==> config.mk <==
export PLATFORM = sky130hd
export DESIGN_NAME = fslr_top
export DESIGN_NICKNAME = d
export VERILOG_FILES = /design/src/rtl/fslr_pkg.sv /design/src/rtl/fslr_op_timer.sv /design/src/rtl/fslr_top.sv
export VERILOG_INCLUDE_DIRS = /design/src /design/src/rtl
export SDC_FILE = /design/constraint.sdc
export NUM_CORES = 1
export LEC_CHECK = 0
export BUFFER_PORTS_ARGS = -buffer_cell sky130_fd_sc_hd__buf_2
export CAP_MARGIN = 0
export CORE_MARGIN = 2
export CORE_UTILIZATION = 50
export CTS_BUF_LIST = sky130_fd_sc_hd__clkbuf_2
export CTS_CLUSTER_DIAMETER = 80
export DETAILED_ROUTE_END_ITERATION = 10
export HOLD_SLACK_MARGIN = 0.1
export PLACE_DENSITY = 0.8
export SETUP_SLACK_MARGIN = 0.4
export SKIP_LAST_GASP = 1
export SYNTH_ARGS = -nofsm -noshare
export SYNTH_HDL_FRONTEND = slang
export SYNTH_SLANG_ARGS = --single-unit
export TNS_END_PERCENT = 100
==> constraint.sdc <==
create_clock -name aclk -period 5.64 [get_ports aclk]
set_clock_uncertainty 0.15 [all_clocks]
set_input_delay 0.564 -clock aclk [delete_from_list [all_inputs] [get_ports aclk]]
set_output_delay 0.564 -clock aclk [all_outputs]
set_load 0.005 [all_outputs]
==> src/rtl/fslr_defines.svh <==
// Purpose: Named offsets, field positions and timing counts of the self-programming block.
// Assumes: Included by bare name from every design file.
// Notes: Only definitions live here.
`ifndef FSLR_DEFINES_SVH
`define FSLR_DEFINES_SVH

// ----------------------------------------
// Register offsets (byte addresses)
// ----------------------------------------
`define FSLR_OFS_CTRL 8'h00
`define FSLR_OFS_ZPTR 8'h04
`define FSLR_OFS_LOAD 8'h08
`define FSLR_OFS_STORE 8'h0C
`define FSLR_OFS_STATUS 8'h10

// ----------------------------------------
// Control register bit positions and command values
// ----------------------------------------
`define FSLR_B_STORE_PROGRAM_ENABLE 0
`define FSLR_B_PGERS 1
`define FSLR_B_PGWRT 2
`define FSLR_B_ARM 3
`define FSLR_B_REEN 4
`define FSLR_B_RWWB 6
`define FSLR_CMD_LO 5
`define FSLR_CMD_LOCKWR 6'h09
`define FSLR_CMD_ERASE 6'h03
`define FSLR_CMD_WRITE 6'h05

// ----------------------------------------
// Readback pointers and windows
// ----------------------------------------
`define FSLR_Z_FUSE_LO 16'h0000
`define FSLR_Z_LOCK 16'h0001
`define FSLR_Z_FUSE_HI 16'h0003
`define FSLR_LOAD_WIN 3'h3
`define FSLR_STORE_LAST 3'h3
`define FSLR_UNMAPPED_BYTE 8'hFF
`define FSLR_LOCK_UNUSED 2'h3
`define FSLR_LOCK_W 6
`define FSLR_LOCKWR_HI 5
`define FSLR_LOCKWR_LO 2

// ----------------------------------------
// Flash geometry and boot size
// ----------------------------------------
`define FSLR_PC_W 12
`define FSLR_PAGE_W 7
`define FSLR_WORD_W 5
`define FSLR_Z_PAGE_HI 12
`define FSLR_Z_PAGE_LO 6
`define FSLR_Z_WORD_HI 5
`define FSLR_Z_WORD_LO 1
`define FSLR_NO_READ_WHILE_WRITE_REGION_FIRST_PAGE 7'h60
`define FSLR_BOOT_128 12'hF80
`define FSLR_BOOT_256 12'hF00
`define FSLR_BOOT_512 12'hE00
`define FSLR_BOOT_1024 12'hC00
`define FSLR_BOOTSZ_HI 2
`define FSLR_BOOTSZ_LO 1

// ----------------------------------------
// Programming time and bus response codes
// ----------------------------------------
`define FSLR_CLK_MHZ 250
`define FSLR_PROG_MIN_US 3700
`define FSLR_PROG_MAX_US 4500
`define FSLR_PROG_NOM_US 4000
`define FSLR_PROG_CYCLES (`FSLR_PROG_NOM_US * `FSLR_CLK_MHZ)
`define FSLR_PROG_MIN_CYC (`FSLR_PROG_MIN_US * `FSLR_CLK_MHZ)
`define FSLR_PROG_MAX_CYC (`FSLR_PROG_MAX_US * `FSLR_CLK_MHZ)
`define FSLR_PROG_CW 21
`define FSLR_RESP_OKAY 2'h0
`define FSLR_RESP_SLVERR 2'h2

`endif

==> src/rtl/fslr_pkg.sv <==
// Purpose: Types shared by the self-programming block.
// Assumes: fslr_defines.svh gives the widths.
// Notes: State structs hold every flip-flop of a module except the page buffer of the top.
`include "fslr_defines.svh"

package fslr_pkg;

	// Timed flash operation kinds.
	typedef enum logic [1:0] {FSLR_OP_ERASE = 2'h0, FSLR_OP_WRITE = 2'h1, FSLR_OP_LOCK = 2'h2} fslr_op_t;

	// Operation timer states, Gray coded along idle, run, done.
	typedef enum logic [1:0] {FSLR_T_IDLE = 2'h0, FSLR_T_RUN = 2'h1, FSLR_T_DONE = 2'h3} fslr_tstate_t;

	typedef struct packed {
		fslr_tstate_t st;
		logic [`FSLR_PROG_CW-1:0] cnt;
		fslr_op_t kind;
		logic [`FSLR_PAGE_W-1:0] page;
		logic [3:0] mask;
	} fslr_tmr_t;

	typedef struct packed {
		logic spm_en;
		logic pg_erase;
		logic pg_write;
		logic lock_arm;
		logic rww_busy;
		logic [2:0] win;
		logic [15:0] zptr;
		logic bvalid;
		logic [1:0] bresp;
		logic rvalid;
		logic [1:0] rresp;
		logic [31:0] rdata;
		logic [15:0] buf_rd_data;
	} fslr_state_t;

endpackage

==> src/rtl/fslr_op_timer.sv <==
// Purpose: Times one page erase, page write or lock write and holds its latched address.
// Assumes: Timebase is the calibrated clock; start only while idle.
// Notes: A reset during a run does not stop the run.
`timescale 1ns/100ps
`default_nettype none
`include "fslr_defines.svh"

module fslr_op_timer
	import fslr_pkg::*;
#(
	parameter int unsigned PROG_CYCLES = `FSLR_PROG_CYCLES
)
(
	input wire logic aclk,
	input wire logic aresetn,
	input wire logic start,
	input wire fslr_op_t start_kind,
	input wire logic [`FSLR_PAGE_W-1:0] start_page,
	input wire logic [3:0] start_mask,
	output logic busy,
	output logic done,
	output fslr_op_t kind,
	output logic [`FSLR_PAGE_W-1:0] page,
	output logic [3:0] mask
);

	localparam logic [`FSLR_PROG_CW-1:0] LAST = `FSLR_PROG_CW'(PROG_CYCLES - 1);

	fslr_tmr_t cs;
	fslr_tmr_t next_cs;

	// Next state: latch the operation, count it out, then pulse done once.
	always_comb
	begin
		next_cs = cs;
		case (cs.st)
			FSLR_T_IDLE:
			begin
				if (start)
				begin
					next_cs.st = FSLR_T_RUN;
					next_cs.cnt = '0;
					next_cs.kind = start_kind;
					next_cs.page = start_page;
					next_cs.mask = start_mask;
				end
			end
			FSLR_T_RUN:
			begin
				if (cs.cnt == LAST)
					next_cs.st = FSLR_T_DONE;
				else
					next_cs.cnt = cs.cnt + 1'b1;
			end
			FSLR_T_DONE:
				next_cs.st = FSLR_T_IDLE;
			default:
				next_cs.st = FSLR_T_IDLE;
		endcase
	end

	always_ff @(posedge aclk)
	begin
		if (!aresetn && cs.st != FSLR_T_RUN)
			cs <= '{st: FSLR_T_IDLE, cnt: '0, kind: FSLR_OP_ERASE, page: '0, mask: '0};
		else
			cs <= next_cs;
	end

	assign busy = (cs.st == FSLR_T_RUN);
	assign done = (cs.st == FSLR_T_DONE);
	assign kind = cs.kind;
	assign page = cs.page;
	assign mask = cs.mask;
endmodule
`default_nettype wire

==> src/rtl/fslr_top.sv <==
// Purpose: Self-programming control, fuse and lock readback, pointer split and boot size decode.
// Assumes: AXI4-Lite master is the CPU core; one clock cycle equals one CPU cycle.
// Notes: Load and store are register accesses at their own offsets.
`timescale 1ns/100ps
`default_nettype none
`include "fslr_defines.svh"

module fslr_top
	import fslr_pkg::*;
#(
	parameter int unsigned PROG_CYCLES = `FSLR_PROG_CYCLES,
	parameter int unsigned ADDR_W = 8
)
(
	input wire logic aclk,
	input wire logic aresetn,
	input wire logic [ADDR_W-1:0] awaddr,
	input wire logic [2:0] awprot,
	input wire logic awvalid,
	output logic awready,
	input wire logic [31:0] wdata,
	input wire logic [3:0] wstrb,
	input wire logic wvalid,
	output logic wready,
	output logic [1:0] bresp,
	output logic bvalid,
	input wire logic bready,
	input wire logic [ADDR_W-1:0] araddr,
	input wire logic [2:0] arprot,
	input wire logic arvalid,
	output logic arready,
	output logic [31:0] rdata,
	output logic [1:0] rresp,
	output logic rvalid,
	input wire logic rready,
	input wire logic [`FSLR_LOCK_W-1:0] lock_programmed,
	input wire logic [7:0] fuse_low_programmed,
	input wire logic [7:0] fuse_high_programmed,
	output logic [`FSLR_PC_W-1:0] flash_rd_addr,
	input wire logic [15:0] flash_rd_data,
	output logic prog_active,
	output logic [1:0] prog_kind,
	output logic [`FSLR_PAGE_W-1:0] prog_page,
	output logic [3:0] prog_lock_mask,
	input wire logic [`FSLR_WORD_W-1:0] buf_rd_idx,
	output logic [15:0] buf_rd_data,
	output logic [`FSLR_PC_W-1:0] boot_start_addr,
	output logic rww_busy_flag
);

	// ----------------------------------------
	// Helpers
	// ----------------------------------------

	// region split is fixed, not tied to boot size.
	function automatic logic is_rww_page(input logic [`FSLR_PAGE_W-1:0] pg);
		is_rww_page = (pg < `FSLR_NO_READ_WHILE_WRITE_REGION_FIRST_PAGE);
	endfunction

	fslr_state_t cs;
	fslr_state_t next_cs;
	logic [15:0] page_buf [0:(1<<`FSLR_WORD_W)-1];
	logic wr_hit;
	logic rd_hit;
	logic load_hit;
	logic store_hit;
	logic ctrl_wr;
	logic armed;
	logic load_ok;
	logic [7:0] flash_byte;
	logic [7:0] cfg_byte;
	logic buf_we;
	logic buf_clear;
	logic op_start;
	fslr_op_t op_kind;
	logic [3:0] op_mask;
	logic tmr_busy;
	logic tmr_done;
	fslr_op_t tmr_kind;
	logic [`FSLR_PAGE_W-1:0] z_page;
	logic [`FSLR_WORD_W-1:0] z_word;
	logic [`FSLR_BOOTSZ_HI:`FSLR_BOOTSZ_LO] boot_sel;

	// ----------------------------------------
	// Decode
	// ----------------------------------------

	// Bus handshakes: one write and one read outstanding at most.
	assign wr_hit = awvalid && wvalid && !cs.bvalid;
	assign rd_hit = arvalid && !cs.rvalid;
	assign awready = wr_hit;
	assign wready = wr_hit;
	assign arready = !cs.rvalid;
	assign load_hit = rd_hit && (araddr == ADDR_W'(`FSLR_OFS_LOAD));
	assign store_hit = wr_hit && wstrb[0] && (awaddr == ADDR_W'(`FSLR_OFS_STORE));
	assign ctrl_wr = wr_hit && wstrb[0] && (awaddr == ADDR_W'(`FSLR_OFS_CTRL));
	// readback needs both arm bits and a load in the window.
	assign armed = cs.lock_arm && cs.spm_en;
	assign load_ok = armed && (cs.win < `FSLR_LOAD_WIN);

	assign z_page = cs.zptr[`FSLR_Z_PAGE_HI:`FSLR_Z_PAGE_LO];
	assign z_word = cs.zptr[`FSLR_Z_WORD_HI:`FSLR_Z_WORD_LO];
	// word address drops Z0 and the ignored top bits.
	assign flash_rd_addr = cs.zptr[`FSLR_PC_W:1];
	// Z0 picks the byte of the flash word.
	assign flash_byte = cs.zptr[0] ? flash_rd_data[15:8] : flash_rd_data[7:0];

	// Configuration byte for the current pointer; fuse cells flag programmed as one.
	always_comb
	begin
		cfg_byte = `FSLR_UNMAPPED_BYTE;
		// Z15:Z13 never take part in the match.
		case ({3'b000, cs.zptr[`FSLR_Z_PAGE_HI:0]})
			// unused, boot, app, memory lock pairs.
			// inversion makes programmed bits read zero.
			`FSLR_Z_LOCK:
				cfg_byte = {`FSLR_LOCK_UNUSED, ~lock_programmed};
			// low fuse byte, bit for bit.
			`FSLR_Z_FUSE_LO:
				cfg_byte = ~fuse_low_programmed;
			// high fuse byte, bit for bit.
			`FSLR_Z_FUSE_HI:
				cfg_byte = ~fuse_high_programmed;
			// other pointers give a fixed byte.
			default:
				cfg_byte = `FSLR_UNMAPPED_BYTE;
		endcase
	end

	// boot size fuses choose the boot start, read as unprogrammed ones.
	assign boot_sel = ~fuse_high_programmed[`FSLR_BOOTSZ_HI:`FSLR_BOOTSZ_LO];
	always_comb
	begin
		case (boot_sel)
			2'h3: boot_start_addr = `FSLR_BOOT_128;
			2'h2: boot_start_addr = `FSLR_BOOT_256;
			2'h1: boot_start_addr = `FSLR_BOOT_512;
			default: boot_start_addr = `FSLR_BOOT_1024;
		endcase
	end

	// ----------------------------------------
	// Next state
	// ----------------------------------------

	// All software effects of the bus land here; later assignments take priority.
	always_comb
	begin
		next_cs = cs;
		buf_we = 1'b0;
		buf_clear = 1'b0;
		op_start = 1'b0;
		op_kind = FSLR_OP_ERASE;
		op_mask = 4'h0;
		if (cs.bvalid && bready)
			next_cs.bvalid = 1'b0;
		if (cs.rvalid && rready)
			next_cs.rvalid = 1'b0;
		next_cs.buf_rd_data = page_buf[buf_rd_idx];
		// no store inside four cycles disarms everything.
		if (cs.spm_en)
		begin
			if (cs.win == `FSLR_STORE_LAST)
			begin
				next_cs.spm_en = 1'b0;
				next_cs.pg_erase = 1'b0;
				next_cs.pg_write = 1'b0;
				next_cs.lock_arm = 1'b0;
			end
			else
				next_cs.win = cs.win + 3'h1;
		end
		if (wr_hit)
		begin
			next_cs.bvalid = 1'b1;
			next_cs.bresp = `FSLR_RESP_OKAY;
			case (awaddr)
				ADDR_W'(`FSLR_OFS_CTRL):
				begin
					// Writes during a timed operation are ignored, as the flash is busy.
					if (wstrb[0] && !tmr_busy)
					begin
						next_cs.spm_en = wdata[`FSLR_B_STORE_PROGRAM_ENABLE];
						next_cs.pg_erase = wdata[`FSLR_B_PGERS];
						next_cs.pg_write = wdata[`FSLR_B_PGWRT];
						next_cs.lock_arm = wdata[`FSLR_B_ARM];
						// a fresh arming restarts the window.
						next_cs.win = 3'h0;
						// only the re-enable command clears the busy flag.
						if (wdata[`FSLR_B_REEN] && wdata[`FSLR_B_STORE_PROGRAM_ENABLE])
						begin
							next_cs.rww_busy = 1'b0;
							next_cs.spm_en = 1'b0;
							buf_clear = 1'b1;
						end
					end
				end
				ADDR_W'(`FSLR_OFS_ZPTR):
				begin
					if (wstrb[0])
						next_cs.zptr[7:0] = wdata[7:0];
					if (wstrb[1])
						next_cs.zptr[15:8] = wdata[15:8];
				end
				ADDR_W'(`FSLR_OFS_STORE):
				begin
					if (store_hit && cs.spm_en && !tmr_busy)
					begin
						next_cs.spm_en = 1'b0;
						next_cs.pg_erase = 1'b0;
						next_cs.pg_write = 1'b0;
						next_cs.lock_arm = 1'b0;
						// cleared source bits 5..2 program the boot locks.
						if ({cs.pg_write, cs.pg_erase, cs.lock_arm} == 3'b001)
						begin
							op_start = 1'b1;
							op_kind = FSLR_OP_LOCK;
							op_mask = ~wdata[`FSLR_LOCKWR_HI:`FSLR_LOCKWR_LO];
						end
						else if (cs.pg_erase)
						begin
							op_start = 1'b1;
							op_kind = FSLR_OP_ERASE;
						end
						else if (cs.pg_write)
						begin
							op_start = 1'b1;
							op_kind = FSLR_OP_WRITE;
						end
						else
							buf_we = 1'b1;
					end
				end
				ADDR_W'(`FSLR_OFS_LOAD), ADDR_W'(`FSLR_OFS_STATUS):
					next_cs.bresp = `FSLR_RESP_OKAY;
				default:
					next_cs.bresp = `FSLR_RESP_SLVERR;
			endcase
		end
		if (rd_hit)
		begin
			next_cs.rvalid = 1'b1;
			next_cs.rresp = `FSLR_RESP_OKAY;
			next_cs.rdata = 32'h0000_0000;
			case (araddr)
				ADDR_W'(`FSLR_OFS_CTRL):
					next_cs.rdata[7:0] = {1'b0, cs.rww_busy, 2'h0, cs.lock_arm, cs.pg_write, cs.pg_erase,
						cs.spm_en | tmr_busy};
				ADDR_W'(`FSLR_OFS_ZPTR):
					next_cs.rdata[15:0] = cs.zptr;
				ADDR_W'(`FSLR_OFS_LOAD):
				begin
					// outside the armed window the load reads flash.
					if (load_ok)
					begin
						next_cs.rdata[7:0] = cfg_byte;
						next_cs.spm_en = 1'b0;
						next_cs.lock_arm = 1'b0;
					end
					else
						next_cs.rdata[7:0] = flash_byte;
				end
				ADDR_W'(`FSLR_OFS_STATUS):
					next_cs.rdata = {4'h0, boot_start_addr, 15'h0000, tmr_busy};
				default:
					next_cs.rresp = `FSLR_RESP_SLVERR;
			endcase
		end
		// a start in the re-enable cycle keeps the flag set.
		if (op_start && op_kind != FSLR_OP_LOCK && is_rww_page(z_page))
			next_cs.rww_busy = 1'b1;
	end

	// ----------------------------------------
	// State and page buffer
	// ----------------------------------------

	// Single registered copy of the state.
	always_ff @(posedge aclk)
	begin
		if (!aresetn)
			cs <= '0;
		else
			cs <= next_cs;
	end

	// Page buffer clears on reset, re-enable and after a page write.
	always_ff @(posedge aclk)
	begin
		if (!aresetn || buf_clear || (tmr_done && tmr_kind == FSLR_OP_WRITE))
		begin
			for (int i = 0; i < (1<<`FSLR_WORD_W); i++)
				page_buf[i] <= 16'h0000;
		end
		else if (buf_we)
			page_buf[z_word] <= wdata[15:0];
	end

	// every timed operation runs for the nominal programming time.
	fslr_op_timer #(
		.PROG_CYCLES(PROG_CYCLES)
	) u_timer (
		.aclk(aclk),
		.aresetn(aresetn),
		.start(op_start),
		.start_kind(op_kind),
		.start_page(z_page),
		.start_mask(op_mask),
		.busy(tmr_busy),
		.done(tmr_done),
		.kind(tmr_kind),
		.page(prog_page),
		.mask(prog_lock_mask)
	);

	assign prog_active = tmr_busy;
	assign prog_kind = tmr_kind;
	assign buf_rd_data = cs.buf_rd_data;
	assign rww_busy_flag = cs.rww_busy;
	assign bvalid = cs.bvalid;
	assign bresp = cs.bresp;
	assign rvalid = cs.rvalid;
	assign rresp = cs.rresp;
	assign rdata = cs.rdata;
endmodule
`default_nettype wire

Yosys cells after proc, flatten, opt, wreduce, memory -nomap -nowiden
Memory sizes are Yosys's and may differ from the RTL's. A register that Yosys moved wholly into a read port is not among the register bits.
Cells that the tools add are included.
Widths: inputs -> output; s select.

word-level totals
  memories kept = 1
  input bits = 108
  bits in registers = 98
  output and inout port bits = 96
  bits in writable memories = 512

cells by class
  equal/unequal tests = 23
  bitwise gates (word level) = 6
  multiplexer cells = 72
  add/subtract/negate cells = 2
  reductions and logical operators = 44
  order comparisons = 2

memories
  name      depth  width  rd ports  clocked after memory_dff  wr ports  RTL line        text
  page_buf  32     16     1         1                         32        fslr_top.sv:62  logic [15:0] page_buf [0:(1<<`FSLR_WORD_W)-1];

operator list
  cell                   count
  $mux 8                 6
  $pmux 21 s2            1
  $mux 36                1
  $mux 35                1
  $mux 1                 34
  $mux 16                2
  $mux 4                 8
  $pmux 8 s4             1
  $pmux 10 s3            1
  $mux 27                1
  $eq 8x4->1 const B     3
  $pmux 8 s3             1
  $add 21x1->21 const B  1
  $eq 21x20->1 const B   1
  $mux 21                1
  $logic_and 1x1->1      17
  $eq 8x3->1 const B     2
  $eq 8x5->1 const B     2
  $logic_not 8->1        2
  $mux 2                 8
  $not 8->8              2
  $reduce_or 16->1       1
  $reduce_bool 2->1      7
  $eq 13x1->1 const B    1
  28 further kinds       44

Logic depth before layout (Yosys ltp)
  depth in word-level cells = 14
  depth in mapped cells = 8

Hierarchy
A second synthesis with hierarchy kept.

unflattened totals
  cells, all modules = 2151
  area total of the unflattened synthesis = 27609.0 sq um

modules (own cells, without submodules)
  module         cells each  area an instance (sq um)  instances
  fslr_top       1924        25758.5                   1
  fslr_op_timer  227         1850.5                    1

Worst setup path after synthesis
Ideal clock, no wire load.

  kind = in2reg
  from = input port awvalid
  to = memory page_buf[21][0], enable pin
  setup slack = 1.940 ns
  cell stages on the path = 7
  data arrival time = 3.139 ns
  required time = 5.079 ns
  path buffers = 2
  setup time = 0.411 ns
  path through = and3b_1 -> buf_2 -> nand3_1 -> nor4_4 -> nand4b_1 -> clkbuf_1 -> o21ai_0

RTL lines
  element          RTL line        text
  start, declared  fslr_top.sv:19  input wire logic awvalid,
  end, declared    fslr_top.sv:62

==> reports/metrics.yaml <==
grt_pass1_wl_um: 121000
final_layout_size_suffix_gt1_share_pct: 25.0
hold_class: "in2reg"
drtIter0Drc: 2908
synth.cell_area_um2: 27300
clk_pin_slew_worst_paths_ns: 0.11
pwr_density_cell_nw_per_um2: 286
firstDrtPassIters: 6
cts.sinks: 612
synth_seq_cells: 612
power_mw: 8.97
grt_usage_pct: 29.6
synth-seq-area-share_pct: 63.7
vias: 20000
numCtsBuffers: 150
clock_path_buffers: 3
via_per_inst: 6.17
cp.required_ns: 6.48
grt_antenna_before_repair: 5
core_area_um2: 53900
grt_pass1_vias: 20500
maxSlewViolCount: 0
antenna_left: 0
drc_errors: 0
period_needed_ns: 4.78
synth_edf_count: 512
clock_latency_ns: 1.27
cap_violations: 0
portBuffers: 157
yosysWarnings: 0
setup-violations-final: 0
drt-met1-wl_um: 27500
ys.flop_type: "edfxtp_1"
rsz0062_at_grt: "false"
postLayoutCoreUtil_pct: 58.2
cts_setup_buffers: 0
nNetsFinal: 2540
hold_viol: 0
initial_core_util_pct: 50.6
gp_congestion: 0.967
syn_inst: 2114
fillers: 4075
cp_max_fo: 23
die_x_um: 238
cts_tree: "built"
rows: 85
vdd.ir_drop.worst_mv: 0.178
dieArea_um2: 56500
dp_hpwl_um: 48500
status: "complete, no violations"
crit_type: "reg2reg"
fmax_mhz: 209
routed-wl-met2_um: 38000
holdWs_ns: 0.221
p_leak_nw: 11.3
min_period_over_period_pct: 84.7
end_kind: "register"
pin_count: 204
avgRoutedWirePerCell_um: 25.6
area_growth_pct: 15.1
routed_wl_um: 82700
grt_max_degree: 81
root_buffer: "clkbuf_2"
start_kind: "register"
overflow: 0
slew_headroom_pct: 19.7
ys_async_sr_fraction_pct: 0
worstMarginPinSlew_ns: 1.20
synth_cell_types: 58
h-tree-depth: 4
tns_ns: 0
r2r_slack_ns: 0.86
synth.avg_cell_area_um2: 12.9
arrival_ns: 5.62
dr_wl_met3_um: 12500
top_layer: "met5"
dieHeight_um: 238
## report_power, final
part / total, mW / internal, mW / switching (mW)
registers: 5.19 / 5.08 / 0.105
clock network: 3.02 / 1.23 / 1.79
logic: 0.764 / 0.324 / 0.440
## layout by cell type, fill, tap and decap left out, types with 7 or more instances in the layout
cell type,n
a211oi_1,14
a21oi_1,27
a22o_1,8
a22oi_1,17
and3_1,7
buf_2,155
buf_4,56
clkbuf_2,225
clkinv_1,27
conb_1,22
dfxtp_1,100
dlygate4sd3_1,155
edfxtp_1,512
inv_1,7
mux2_2,18
mux2i_1,78
mux4_2,122
nand2_1,145
nand2b_1,9
nand3_1,31
nand4_1,16
nor2_1,556
nor2b_1,41
nor3_1,11
nor4_1,8
o2111a_1,16
o211ai_1,8
o21ai_0,22
o21ai_2,29
xor2_1,13
## logic make-up (layout without fill, tap and decap cells)
kind of cell | Yosys count | in the layout | share of synthesized area, %
and+or+nand+nor | 863 | 863 | 13.4
buffers and inverters | 234 | 638 | 4.48
DFF | 612 | 612 | 63.7
xor gates and xnor gates | 18 | 18 | 0.578
muxes | 218 | 218 | 13.7
adders and majority gates | 2 | 2 | 0.0917
AOI/OAI and AO/OA | 165 | 165 | 4.10
other | 2 | 24 | 0.0275
## layer usage
metal	GRT usage (%)	up-vias
met5	0.693	-
met4	18.4	4
met3	10.3	345
met2	45.9	1755
met1	35.6	9550
li1	-	8299
## registers in the layout (all words and copies together) (netlist names)
| name | count |
|---|---|
| page_buf | 512 |
| u_timer.cs | 23 |
| rdata | 20 |
| buf_rd_data | 16 |
| flash_rd_addr | 12 |
| cs | 11 |
| u_timer.page | 7 |
| u_timer.mask | 4 |
| u_timer.kind | 2 |
| bresp | 1 |
| bvalid | 1 |
| rresp | 1 |
| rvalid | 1 |
| rww_busy_flag | 1 |
## cell usage after synthesis (all sizes together) (3+ instances only)
| cell type | instances | area [um^2] |
|---|---|---|
| a211oi | 14 | 105 |
| a21oi | 27 | 135 |
| a22o | 8 | 70.1 |
| a22oi | 17 | 128 |
| and2 | 5 | 31.3 |
| and3 | 7 | 43.8 |
| and4 | 4 | 35.0 |
| buf | 116 | 781 |
| clkbuf | 110 | 413 |
| dfxtp | 100 | 2000 |
| edfxtp | 512 | 15400 |
| inv | 7 | 26.3 |
| mux2 | 18 | 203 |
| mux2i | 78 | 781 |
| mux4 | 122 | 2750 |
| nand2 | 147 | 552 |
| nand2b | 9 | 56.3 |
| nand3 | 34 | 170 |
| nand4 | 16 | 100 |
| nand4b | 4 | 35.0 |
| nor2 | 556 | 2090 |
| nor2b | 42 | 263 |
| nor3 | 11 | 55.1 |
| nor3b | 4 | 30.0 |
| nor4 | 9 | 71.3 |
| o2111a | 16 | 180 |
| o211ai | 8 | 60.1 |
| o21a | 3 | 22.5 |
| o21ai | 55 | 279 |
| o22ai | 4 | 25.0 |
| or3 | 5 | 31.3 |
| xnor2 | 5 | 43.8 |
| xor2 | 13 | 114 |
## worst max-delay path: stages, from the launching register on
cell and delay (ns):
dfxtp_1 0.38, and3b_1 0.30, dlygate4sd3_1 0.66, nand3_1 0.28
nor4_1 0.07, dlygate4sd3_1 0.57, buf_4 0.17, a31oi_4 0.89
o21ai_2 0.60, buf_4 0.40
## final cells by class
cell class              instances  area (um^2)  share of cell area [%]
inverters                       8         30.0                  0.0956
clock inverters                35          238                   0.757
flip-flops and latches        612        17400                    55.3
repair buffers                370         2810                    8.96
multi-input cells            1288         8950                    28.5
clock buffers                 225         1130                    3.59
diodes                          2         5.00                  0.0159
well taps                     696          871                    2.77
## worst paths after layout
| check | from | to | cells after the start |
|---|---|---|---|
| worst max-delay path | bvalid | page_buf[10][15] | 9 |
| worst min-delay path | wdata[0] | rww_busy_flag | 4 |
| worst max register to register | bvalid | page_buf[10][15] | 9 |
| worst min register to register | u_timer.page[5] | u_timer.page[5] | 2 |
## what timing repair did
action / CTS / global route
hold buffers: 155 / 0
endpoints found under the setup margin: 0 / 0
endpoints found under the hold margin: 603 / 0
resized for setup: 0 / 0
## stage by stage
stage | std cells | worst slack [ns] | area (um^2)
2_1_floorplan | 2134 | 1.94 | 27400
3_3_place_gp | 2819 | 1.49 | 28500
3_5_place_dp | 2819 | 1.47 | 28500
4_1_cts | 3234 | 1.10 | 31400
5_1_grt | 3235 | 0.794 | 31400
6_report | 3236 | 0.864 | 31400
No activity file was read; power rests on OpenSTA's default activity.
